==> config.mk <==
export PLATFORM = sky130hd
export DESIGN_NAME = emfm_monitor
export DESIGN_NICKNAME = d
export VERILOG_FILES = /design/src/hw/emfm_pkg.sv /design/src/hw/emfm_monitor.sv
export SDC_FILE = /design/constraint.sdc
export NUM_CORES = 1
export LEC_CHECK = 0
export BUFFER_PORTS_ARGS = -buffer_cell sky130_fd_sc_hd__clkbuf_2
export CAP_MARGIN = 20
export CORE_ASPECT_RATIO = 1.2
export CORE_MARGIN = 3
export CORE_UTILIZATION = 45
export CTS_BUF_LIST = sky130_fd_sc_hd__clkbuf_4 sky130_fd_sc_hd__clkbuf_8
export DETAILED_ROUTE_END_ITERATION = 6
export SYNTH_ARGS = -nofsm -noshare
export SYNTH_HDL_FRONTEND = slang
export SYNTH_SLANG_ARGS = --single-unit
==> constraint.sdc <==
create_clock -name pclk -period 3.4 [get_ports pclk]
set_input_delay 0.17 -clock pclk [delete_from_list [all_inputs] [get_ports pclk]]
set_output_delay 0.17 -clock pclk [all_outputs]
set_load 0.01 [all_outputs]
==> src/hw/emfm_pkg.sv <==
// constants, register map and types of the engine motor fault monitor
package emfm_pkg;
   // timing base: one tick per millisecond
   localparam int CLK_MHZ      = 25;
   localparam int TICK_US      = 1000;
   localparam int TICK_CYCLES  = CLK_MHZ * TICK_US;
   localparam logic [15:0] FAN_BOOST_MS   = 16'd2000;
   localparam logic [15:0] LOCK_HOLD_MS   = 16'd500;
   localparam logic [15:0] MOTOR_WIN_MS   = 16'd1000;
   localparam logic [15:0] PRESS_LIMIT_MS = 16'd4000;
   localparam logic [15:0] SCAN_WIN_MS    = 16'd8000;
   localparam logic [15:0] SCAN_LOST_MS   = 16'd400;
   // register byte offsets
   localparam logic [7:0] CTRL_OFS    = 8'h00;
   localparam logic [7:0] STATUS_OFS  = 8'h04;
   localparam logic [7:0] MASK_OFS    = 8'h08;
   localparam logic [7:0] SOS_OFS     = 8'h0c;
   localparam logic [7:0] BELT_OFS    = 8'h10;
   localparam logic [7:0] CLEAN_OFS   = 8'h14;
   localparam logic [7:0] STATE_OFS   = 8'h18;
   localparam logic [7:0] CMD_OFS     = 8'h1c;
   // reset values
   localparam logic [11:0] CTRL_RST   = 12'h000;
   localparam logic [6:0]  MASK_RST   = 7'h00;
   localparam logic [15:0] SOS_RST    = 16'h000a;
   localparam logic [15:0] BELT_RST   = 16'h07d0;
   localparam logic [15:0] CLEAN_RST  = 16'h0bb8;
   // control bits
   localparam int C_FAN_EN    = 0;
   localparam int C_TRANSPORT = 1;
   localparam int C_FUSER     = 2;
   localparam int C_ENGAGE    = 3;
   localparam int C_PRESS_ACT = 4;
   localparam int C_SCANNER   = 5;
   localparam int C_EMIT      = 6;
   localparam int C_BELT      = 7;
   localparam int C_CLEANER   = 8;
   localparam int C_COLOR     = 9;
   localparam int C_PAUSE     = 10;
   localparam int CTRL_W      = 12;
   // command bits
   localparam int K_FAN_START = 0;
   localparam int K_WARM_DONE = 1;
   // fault bits
   localparam int F_FAN       = 0;
   localparam int F_TRANSPORT = 1;
   localparam int F_FUSER     = 2;
   localparam int F_PRESS     = 3;
   localparam int F_LASER     = 4;
   localparam int F_BELT      = 5;
   localparam int F_CLEANER   = 6;
   localparam int FAULT_W     = 7;
   typedef enum logic [2:0] {
      FAN_OFF   = 3'b001,
      FAN_BOOST = 3'b010,
      FAN_HALF  = 3'b100
   } emfm_fan_type;
endpackage : emfm_pkg

==> src/hw/emfm_monitor.sv <==
// fusing fan control and motor, laser, belt and cleaner fault timing
`timescale 1ns/100ps

module emfm_hold_timer (
   // clock and reset
   input  wire logic        pclk,
   input  wire logic        presetn,
   // timing control
   input  wire logic        tick,
   input  wire logic        run,
   input  wire logic        restart,
   input  wire logic [15:0] limit,
   // result
   output logic             done
);
   logic [15:0] count_reg;

   // counts ticks while run holds, saturates at the limit
   always_ff @(posedge pclk or negedge presetn) begin
      if (!presetn) begin
         count_reg <= 16'h0000;
      end else if (!run || restart) begin
         count_reg <= 16'h0000;
      end else if (tick && count_reg < limit) begin
         count_reg <= count_reg + 16'h0001;
      end
   end

   // a limit lowered below the count still ends the wait, no wrap through zero
   assign done = run && !restart && (count_reg >= limit);
endmodule : emfm_hold_timer

module emfm_monitor
   import emfm_pkg::*;
#(
   parameter int TICK_DIV = TICK_CYCLES
) (
   // clock and reset
   input  wire logic        pclk,
   input  wire logic        presetn,
   // apb slave
   input  wire logic        psel,
   input  wire logic        penable,
   input  wire logic        pwrite,
   input  wire logic [7:0]  paddr,
   input  wire logic [31:0] pwdata,
   output logic [31:0]      prdata,
   output logic             pready,
   output logic             pslverr,
   // machine indications
   input  wire logic        cover_open,
   input  wire logic        fan_lock,
   input  wire logic        transport_lock,
   input  wire logic        fuser_lock,
   input  wire logic        scanner_lock,
   input  wire logic        scan_start_pulse,
   input  wire logic        press_engaged_sensor,
   input  wire logic        press_retracted_sensor,
   input  wire logic        belt_position_sensor,
   input  wire logic        cleaner_retract_sensor,
   // fusing fan drive
   output logic             fan_full,
   output logic             fan_half,
   // interrupt
   output logic             irq
);
   logic [CTRL_W-1:0]  ctrl_reg;
   logic [FAULT_W-1:0] status_reg;
   logic [FAULT_W-1:0] status_next;
   logic [FAULT_W-1:0] fault_set;
   logic [FAULT_W-1:0] mask_reg;
   logic [15:0]        sos_lim_reg;
   logic [15:0]        belt_lim_reg;
   logic [15:0]        clean_lim_reg;
   logic [31:0]        prdata_reg;
   logic [31:0]        rd_value;
   logic               rd_hit;
   logic [14:0]        div_reg;
   logic               tick;
   logic               wr_en;
   logic               fan_start;
   logic               warm_done;
   emfm_fan_type       fan_reg;
   emfm_fan_type       fan_next;
   logic               fan_full_reg;
   logic               fan_half_reg;
   logic               fan_stop;
   logic               irq_reg;
   logic               engage_prev_reg;
   logic               belt_prev_reg;
   logic               clean_prev_reg;
   logic               boost_done;
   logic               fan_fault_done;
   logic               trans_win_done;
   logic               trans_lock_done;
   logic               fuser_win_done;
   logic               fuser_lock_done;
   logic               press_eng_done;
   logic               press_ret_done;
   logic               scan_win_done;
   logic               scan_lost_done;
   logic               sos_done;
   logic               belt_done;
   logic               clean_done;
   logic               engage_edge;
   logic               belt_edge;
   logic               clean_edge;

   // millisecond tick
   always_ff @(posedge pclk or negedge presetn) begin
      if (!presetn) begin
         div_reg <= 15'h0000;
      end else if (div_reg == 15'(TICK_DIV - 1)) begin
         div_reg <= 15'h0000;
      end else begin
         div_reg <= div_reg + 15'h0001;
      end
   end
   assign tick = (div_reg == 15'(TICK_DIV - 1));

   // apb access, no wait states
   assign wr_en     = psel && penable && pwrite;
   assign pready    = 1'b1;
   assign prdata    = prdata_reg;
   assign fan_start = wr_en && paddr == CMD_OFS && pwdata[K_FAN_START];
   assign warm_done = wr_en && paddr == CMD_OFS && pwdata[K_WARM_DONE];

   always_comb begin
      rd_hit   = 1'b1;
      rd_value = 32'h0000_0000;
      case (paddr)
         CTRL_OFS:   rd_value = {20'h00000, ctrl_reg};
         STATUS_OFS: rd_value = {25'h0000000, status_reg};
         MASK_OFS:   rd_value = {25'h0000000, mask_reg};
         SOS_OFS:    rd_value = {16'h0000, sos_lim_reg};
         BELT_OFS:   rd_value = {16'h0000, belt_lim_reg};
         CLEAN_OFS:  rd_value = {16'h0000, clean_lim_reg};
         STATE_OFS:  rd_value = {16'h0000, scan_win_done, fuser_win_done, trans_win_done,
                                 cleaner_retract_sensor, belt_position_sensor,
                                 press_retracted_sensor, press_engaged_sensor,
                                 fan_half_reg, fan_full_reg, 4'h0, fan_reg};
         CMD_OFS:    rd_value = 32'h0000_0000;
         default:    rd_hit   = 1'b0;
      endcase
   end
   assign pslverr = psel && penable && !rd_hit;

   always_ff @(posedge pclk or negedge presetn) begin
      if (!presetn) begin
         prdata_reg <= 32'h0000_0000;
      end else if (psel && !penable && !pwrite) begin
         prdata_reg <= rd_value;
      end
   end

   always_ff @(posedge pclk or negedge presetn) begin
      if (!presetn) begin
         ctrl_reg      <= CTRL_RST;
         mask_reg      <= MASK_RST;
         sos_lim_reg   <= SOS_RST;
         belt_lim_reg  <= BELT_RST;
         clean_lim_reg <= CLEAN_RST;
      end else if (wr_en) begin
         case (paddr)
            CTRL_OFS:  ctrl_reg      <= pwdata[CTRL_W-1:0];
            MASK_OFS:  mask_reg      <= pwdata[FAULT_W-1:0];
            SOS_OFS:   sos_lim_reg   <= pwdata[15:0];
            BELT_OFS:  belt_lim_reg  <= pwdata[15:0];
            CLEAN_OFS: clean_lim_reg <= pwdata[15:0];
            default:   ;
         endcase
      end
   end

   // fusing fan sequencing
   emfm_hold_timer u_boost (.pclk(pclk), .presetn(presetn), .tick(tick),
      .run(fan_reg == FAN_BOOST), .restart(fan_start || warm_done),
      .limit(FAN_BOOST_MS), .done(boost_done));

   always_comb begin
      fan_next = fan_reg;
      case (fan_reg)
         FAN_OFF:   if (ctrl_reg[C_FAN_EN] && fan_start) fan_next = FAN_BOOST;
         FAN_BOOST: if (boost_done) fan_next = FAN_HALF;
         FAN_HALF:  if (fan_start || warm_done) fan_next = FAN_BOOST;
         default:   fan_next = FAN_OFF;
      endcase
      if (!ctrl_reg[C_FAN_EN]) begin
         fan_next = FAN_OFF;
      end
   end

   always_ff @(posedge pclk or negedge presetn) begin
      if (!presetn) begin
         fan_reg <= FAN_OFF;
      end else begin
         fan_reg <= fan_next;
      end
   end

   assign fan_stop = cover_open || ctrl_reg[C_PAUSE];

   always_ff @(posedge pclk or negedge presetn) begin
      if (!presetn) begin
         fan_full_reg <= 1'b0;
         fan_half_reg <= 1'b0;
      end else if (fan_stop || fan_reg == FAN_OFF) begin
         fan_full_reg <= 1'b0;
         fan_half_reg <= 1'b0;
      end else if (ctrl_reg[C_TRANSPORT] || fan_reg == FAN_BOOST) begin
         fan_full_reg <= 1'b1;
         fan_half_reg <= 1'b0;
      end else begin
         fan_full_reg <= 1'b0;
         fan_half_reg <= 1'b1;
      end
   end
   assign fan_full = fan_full_reg;
   assign fan_half = fan_half_reg;

   // engage command and sensor edges for restart of change watchdogs
   always_ff @(posedge pclk or negedge presetn) begin
      if (!presetn) begin
         engage_prev_reg <= 1'b0;
         belt_prev_reg   <= 1'b0;
         clean_prev_reg  <= 1'b0;
      end else begin
         engage_prev_reg <= ctrl_reg[C_ENGAGE];
         belt_prev_reg   <= belt_position_sensor;
         clean_prev_reg  <= cleaner_retract_sensor;
      end
   end
   assign engage_edge = engage_prev_reg != ctrl_reg[C_ENGAGE];
   assign belt_edge   = belt_prev_reg != belt_position_sensor;
   assign clean_edge  = clean_prev_reg != cleaner_retract_sensor;

   // fault timers
   emfm_hold_timer u_fan_lock (.pclk(pclk), .presetn(presetn), .tick(tick),
      .run(fan_lock), .restart(1'b0), .limit(LOCK_HOLD_MS), .done(fan_fault_done));
   emfm_hold_timer u_trans_win (.pclk(pclk), .presetn(presetn), .tick(tick),
      .run(ctrl_reg[C_TRANSPORT]), .restart(1'b0), .limit(MOTOR_WIN_MS),
      .done(trans_win_done));
   emfm_hold_timer u_trans_lock (.pclk(pclk), .presetn(presetn), .tick(tick),
      .run(trans_win_done && transport_lock), .restart(1'b0), .limit(LOCK_HOLD_MS),
      .done(trans_lock_done));
   emfm_hold_timer u_fuser_win (.pclk(pclk), .presetn(presetn), .tick(tick),
      .run(ctrl_reg[C_FUSER]), .restart(1'b0), .limit(MOTOR_WIN_MS),
      .done(fuser_win_done));
   emfm_hold_timer u_fuser_lock (.pclk(pclk), .presetn(presetn), .tick(tick),
      .run(fuser_win_done && fuser_lock), .restart(1'b0), .limit(LOCK_HOLD_MS),
      .done(fuser_lock_done));
   emfm_hold_timer u_press_eng (.pclk(pclk), .presetn(presetn), .tick(tick),
      .run(ctrl_reg[C_PRESS_ACT] && ctrl_reg[C_ENGAGE] && !press_engaged_sensor),
      .restart(engage_edge), .limit(PRESS_LIMIT_MS), .done(press_eng_done));
   emfm_hold_timer u_press_ret (.pclk(pclk), .presetn(presetn), .tick(tick),
      .run(ctrl_reg[C_PRESS_ACT] && !ctrl_reg[C_ENGAGE] && !press_retracted_sensor),
      .restart(engage_edge), .limit(PRESS_LIMIT_MS), .done(press_ret_done));
   emfm_hold_timer u_scan_win (.pclk(pclk), .presetn(presetn), .tick(tick),
      .run(ctrl_reg[C_SCANNER]), .restart(1'b0), .limit(SCAN_WIN_MS),
      .done(scan_win_done));
   emfm_hold_timer u_scan_lost (.pclk(pclk), .presetn(presetn), .tick(tick),
      .run(scan_win_done && !scanner_lock), .restart(1'b0), .limit(SCAN_LOST_MS),
      .done(scan_lost_done));
   // one watchdog covers first pulse after emission start and gaps between pulses
   emfm_hold_timer u_sos (.pclk(pclk), .presetn(presetn), .tick(tick),
      .run(ctrl_reg[C_SCANNER] && ctrl_reg[C_EMIT]), .restart(scan_start_pulse),
      .limit(sos_lim_reg), .done(sos_done));
   emfm_hold_timer u_belt (.pclk(pclk), .presetn(presetn), .tick(tick),
      .run(ctrl_reg[C_BELT]), .restart(belt_edge), .limit(belt_lim_reg),
      .done(belt_done));
   emfm_hold_timer u_clean (.pclk(pclk), .presetn(presetn), .tick(tick),
      .run(ctrl_reg[C_CLEANER] && ctrl_reg[C_COLOR] && ctrl_reg[C_PRESS_ACT]),
      .restart(clean_edge), .limit(clean_lim_reg), .done(clean_done));

   // sticky faults, hardware set wins over software clear
   always_comb begin
      fault_set              = '0;
      fault_set[F_FAN]       = fan_fault_done;
      fault_set[F_TRANSPORT] = trans_lock_done;
      fault_set[F_FUSER]     = fuser_lock_done;
      fault_set[F_PRESS]     = press_eng_done || press_ret_done;
      fault_set[F_LASER]     = scan_lost_done || sos_done;
      fault_set[F_BELT]      = belt_done;
      fault_set[F_CLEANER]   = clean_done;
      status_next = status_reg;
      if (wr_en && paddr == STATUS_OFS) begin
         status_next = status_reg & ~pwdata[FAULT_W-1:0];
      end
      status_next = status_next | fault_set;
   end

   always_ff @(posedge pclk or negedge presetn) begin
      if (!presetn) begin
         status_reg <= '0;
         irq_reg    <= 1'b0;
      end else begin
         status_reg <= status_next;
         irq_reg    <= |(status_next & mask_reg);
      end
   end
   assign irq = irq_reg;
endmodule : emfm_monitor

# After elaboration in Yosys (flattened, before gate mapping)
# Index checks and enable logic that the tools add are counted.
[totals]
elab_cells = 232
memories = 0
regBits = 338
out_inout_bits = 37
latchBits = 0
mem_bits_rw = 0
in_bits = 55
rom_bits = 0
[classes]
magnitude_cmp = 26
add_sub_neg = 14
mux = 39
n_eq_ne = 24
n_shift = 0
reduce_logical = 97
div_mod_pow = 0
bitwise_logic = 4
mul = 0
[op_table]
columns = ["operator", "count"]
rows = [
  ["16-bit 2-to-1 mux", 26],
  ["16-bit by 1-bit adder with 16-bit output (second input constant)", 13],
  ["16-bit one-hot mux with 7 select lines", 1],
  ["16-bit by 9-bit >= comparator with 1-bit output (second input constant)", 4],
  ["16-bit by 9-bit less-than comparator with 1-bit output (second input constant)", 4],
  ["1-bit logical AND", 52],
  ["16-bit >= comparator", 3],
  ["16-bit less-than comparator", 3],
  ["8-bit by 5-bit equality test with 1-bit output (second input constant)", 4],
  ["16-bit by 10-bit >= comparator with 1-bit output (second input constant)", 2],
  ["16-bit by 12-bit >= comparator with 1-bit output (second input constant)", 2],
  ["16-bit by 10-bit less-than comparator with 1-bit output (second input constant)", 2],
  ["16-bit by 12-bit less-than comparator with 1-bit output (second input constant)", 2],
  ["1-bit zero test", 18],
  ["8-bit by 4-bit equality test with 1-bit output (second input constant)", 2],
  ["16-bit by 11-bit >= comparator with 1-bit output (second input constant)", 1],
  ["16-bit by 13-bit >= comparator with 1-bit output (second input constant)", 1],
  ["16-bit by 11-bit less-than comparator with 1-bit output (second input constant)", 1],
  ["16-bit by 13-bit less-than comparator with 1-bit output (second input constant)", 1],
  ["15-bit by 1-bit adder with 15-bit output (second input constant)", 1],
  ["15-bit equality test (second input constant)", 1],
  ["15-bit 2-to-1 mux", 1],
  ["7-bit bitwise AND", 2],
  ["1-bit logical OR", 12],
  ["other kinds (21)", 45],
]

# Logic depth before layout (Yosys ltp)
[depth]
ltp_word = 11
depth_mapped = 10

# Cells and area by module
# A second synthesis with hierarchy kept.
[unflattened]
cells_unflattened = 2477
hier_area_um2 = 22385.2
[modules_own_cells]
columns = ["module", "instances", "cells_per_inst", "seq_area_each_um2", "area_per_inst_um2"]
rows = [
  ["emfm_hold_timer", 13, 153, 400.4, 1283.7],
  ["emfm_monitor", 1, 488, 2872.8, 5696.7],
]

# Worst setup path before layout
# OpenSTA, ideal clock, no wires.
[synth_path]
kind = "register -> register"
start = "register belt_lim_reg[10]"
end = "register u_belt.count_reg[2]"
path_buffers = 1
stages_incl_launch_ff = 9
required_ps = 3268
arrival_time_ps = 2341
path_slack_ps = 927
path_cell_list = "dfstp_2 > inv_1 > ha_1 > nand4_1 > a2111oi_0 > or3_1 > buf_2 > xor2_1 > nor2_1"
[synth_between]
elab_chain_len = 3
[synth_rtl]
columns = ["item", "line", "rtl"]
rows = [
  ["start, declared", "emfm_monitor.sv:73", "logic [15:0] belt_lim_reg;"],
  ["start signal, assigned", "emfm_monitor.sv:168", "BELT_OFS: belt_lim_reg <= pwdata[15:0];"],
  ["16-bit less-than comparator", "emfm_monitor.sv:24", "end else if (tick && count_reg < limit) begin"],
  ["1-bit logical AND", "emfm_monitor.sv:24", ""],
  ["2-bit nonzero test (no line)", "-", ""],
  ["end signal, assigned", "emfm_monitor.sv:25", "count_reg <= count_reg + 16'h0001;"],
  ["end, declared", "emfm_monitor.sv:16", "logic [15:0] count_reg;"],
]
# Every way passes these cells.
# A chain may end at the register's enable or synchronous reset.

# Final worst setup path
[layout_path]
start = "register div_reg[0]"
end = "register u_belt.count_reg[14]"
[layout_between]
elab_chain_len = 3
[layout_rtl]
columns = ["item", "line", "rtl"]
rows = [
  ["start, declared", "emfm_monitor.sv:78", "logic [14:0] div_reg;"],
  ["start signal, assigned", "emfm_monitor.sv:116", "div_reg <= div_reg + 15'h0001;"],
  ["15-bit equality test", "emfm_monitor.sv:119", "assign tick = (div_reg == 15'(TICK_DIV - 1));"],
  ["1-bit logical AND", "emfm_monitor.sv:24", ""],
  ["2-bit nonzero test (no line)", "-", ""],
]
# Every way passes these cells.

==> flow_metrics.tcl <==
set metrics [dict create \
    syn_to_final_growth_pct 15.09 \
    worst_ep_arrival_time_ns 3.47 \
    drt-wirelength-per-cell_um 17.95 \
    outcome "finished clean" \
    cts_max_level 2 \
    cp-startpoint "div_reg[0]" \
    layout_commonest_cell "dfrtp_1" \
    worstPathRequired_ns 3.93 \
    fp-row-count 76 \
    crit_chain "ha_1 > and4_1 > nand4_2 > or4b_1 > or3_1 > or4_1 > a21oi_1" \
    cts_root_buf "clkbuf_8" \
    final_hold_viol_count 0 \
    cpMaxStageDelayCell "or4b_1" \
    synthDistinctLibCells 70 \
    worst-path-buf-inv 0 \
    cts_buffers 55 \
    overflow 0 \
    synth_seq_cells 322 \
    port_buffers 58 \
    slew-limit-headroom_pct 41.57 \
    fin_crit_sh_pct 86.47 \
    setup_viol 0 \
    drc 0 \
    vias_per_cell 5.647 \
    final-max-slew-violation-count 0 \
    synth_xor_area_share_pct 5.262 \
    synth-compound-area-share_pct 11.61 \
    power_leakage_nw 8.394 \
    dieArea_sq_um 39340 \
    postPlaceCellArea_sq_um 17550 \
    grt_pass1_wl_um 67960 \
    hold_path_startpoint "psel" \
    fin_tns_setup_ns 0 \
    powerDensity_nw_per_um2 435.2 \
    worst_pin_slew_ns 0.8697 \
    period_needed_ns 2.940 \
    synth_flop_cell "dfrtp_1" \
    die_w_um 181.6 \
    ys.warnings.count 0 \
    drv_cap 0 \
    rsz0062_at_grt "false" \
    synth_mux_area_share_pct 4.894 \
    synth_top_family_by_area "simple AND/OR/NAND/NOR gates" \
    path_delay_family "simple AND/OR/NAND/NOR gates" \
    dieHeight_um 216.7 \
    ioPinCount 92 \
    wirelength_um 41350 \
    clock_path_buffers 3 \
    fin_nets 1915 \
    netlist_area_sq_um 16640 \
    insertion_delay_ns 0.62 \
    max_stage_delay_ns 0.52 \
    cts_tree "yes" \
    final_antenna_net_count 0 \
    postLayoutCellArea_sq_um 19150 \
    synthArstFlopShare_pct 100.0 \
    final_cell_mix "306 x dfrtp_1, 155 x nor2_1, 101 x nand2_1, 95 x a21oi_1, 90 x inv_1" \
    clk_pin_slew_ns 0.06 \
    start_util_pct 45.94 \
    cp-start-kind "flip-flop" \
    drt-initial-drc-count 749 \
    ir_worst_vdd_mv 0.3332 \
    hold_class "input port to flip-flop" \
    post_cts_resized 0 \
    core_sq_um 36230 \
    syn_inst 1662 \
    first_global_vias 13207 \
    hpwl_um 29260 \
    cp_max_fo 13 \
    cts.sinks 322 \
    antenna_found_initial 3 \
    yosysSeqAreaShare_pct 48.53 \
    syn-mean-instance-area_sq_um 10.01 \
    synth-simple-area-share_pct 20.34 \
    synth_edf_count 0 \
    firstDrtPassIters 5 \
    skew_ns 0.03387 \
    max_clock_freq_mhz 340.1 \
    drive_above_1_share_pct 16.03 \
    globalplace.congestion 0.8487 \
    endpoint_kind "flip-flop" \
    track_usage_pct 21.12 \
    grt_max_degree 96 \
    nFillCells 3330 \
    worstSetupPathType "flip-flop to flip-flop" \
    r2r_start "div_reg[0]" \
    synthAdderAreaFrac_pct 5.413 \
    vias 13005 \
]
## path summary, 6_finish.rpt
path / to / slack, ns / cells after the start
worst max-delay path: u_belt.count_reg[14] / 0.46 / 7
worst min-delay path: prdata[8] / 0.08 / 3
worst max register to register: u_belt.count_reg[14] / 0.46 / 7
worst min register to register: engage_prev_reg / 0.47 / 0
max in group asynchronous: u_press_ret.count_reg[0] / 2.18 / 3
min in group asynchronous: u_scan_lost.count_reg[0] / 0.14 / 2
## logic make-up (layout without fill, tap and decap cells)
| logic type | count (synthesis) | in the layout |
|---|---|---|
| fa+ha+maj | 72 | 72 |
| xor+xnor | 100 | 100 |
| mux | 73 | 73 |
| simple gates | 641 | 641 |
| flops | 322 | 322 |
| buf+inv | 155 | 312 |
| compound gates | 297 | 297 |
| other cells | 2 | 18 |
## power breakdown
group	internal (mW)	switching [mW]	total, mW
registers	3.88	0.0442	3.93
logic	0.128	0.231	0.359
clock network	2.46	1.59	4.05
## stage by stage
step | util (%) | hold slack [ns] | power, mW | setup slack, ns | cells
after floorplan | - | -0.1256 | 4.123 | 0.9270 | 1677
after global placement | 48.45 | 0.2420 | 4.325 | 0.4623 | 2171
after detailed placement | 48.45 | 0.2537 | 4.333 | 0.4183 | 2171
after CTS | 52.81 | 0.01606 | 8.474 | 0.4424 | 2300
after global routing | 52.87 | 0.07599 | 8.688 | 0.2733 | 2303
final | 52.87 | 0.08464 | 8.337 | 0.4599 | 2303
## synth_stat cells, types with 21 or more instances
| cell type | number | area share [%] |
|---|---|---|
| a31oi_1 | 23 | 0.86 |
| nor2_1 | 155 | 3.5 |
| mux2_2 | 67 | 4.5 |
| ha_1 | 72 | 5.4 |
| a21oi_1 | 95 | 2.9 |
| xor2_1 | 45 | 2.4 |
| dfrtp_1 | 306 | 46 |
| nand4_1 | 59 | 2.2 |
| and2_1 | 54 | 2.0 |
| or3_1 | 33 | 1.2 |
| and3_1 | 57 | 2.1 |
| nand3_1 | 52 | 1.6 |
| or4_1 | 21 | 0.95 |
| inv_1 | 90 | 2.0 |
| clkbuf_1 | 43 | 0.97 |
| nand2_1 | 101 | 2.3 |
| xnor2_1 | 55 | 2.9 |
| nor3_1 | 28 | 0.84 |
| o21ai_0 | 50 | 1.5 |
## worst reg2reg max path, cell delays in order (launching register included)
cell and delay (ns):
dfrtp_1 0.41, ha_1 0.26, and4_1 0.25, nand4_2 0.28, or4b_1 0.53, or3_1 0.48
or4_1 0.52, a21oi_1 0.16
## per-layer routing
metal	share of wire [%]	global-route usage, %	up-vias
met3	5.4	5.003	66
met2	47	34.44	284
met4	2.7	6.604	0
met5	0	0	-
met1	45	28.01	6449
li1	-	-	6206
## layout make-up
type / instances / area, sq um / share of cell area, %
Multi-Input combinational cell: 1200 / 7983 / 41.67
Sequential cell: 322 / 8078 / 42.17
Clock buffer: 92 / 1166 / 6.088
Antenna cell: 1 / 2.502 / 0.01306
Tap cell: 468 / 585.6 / 3.057
Clock inverter: 11 / 155.1 / 0.8100
Timing Repair Buffer: 118 / 843.3 / 4.403
Inverter: 91 / 341.6 / 1.783
## repair_timing
item	in CTS	in global routing
hold buffers	26	1
setup buffers	0	0
endpoints found under the hold margin	183	2
(Power assumes the default switching activity.)
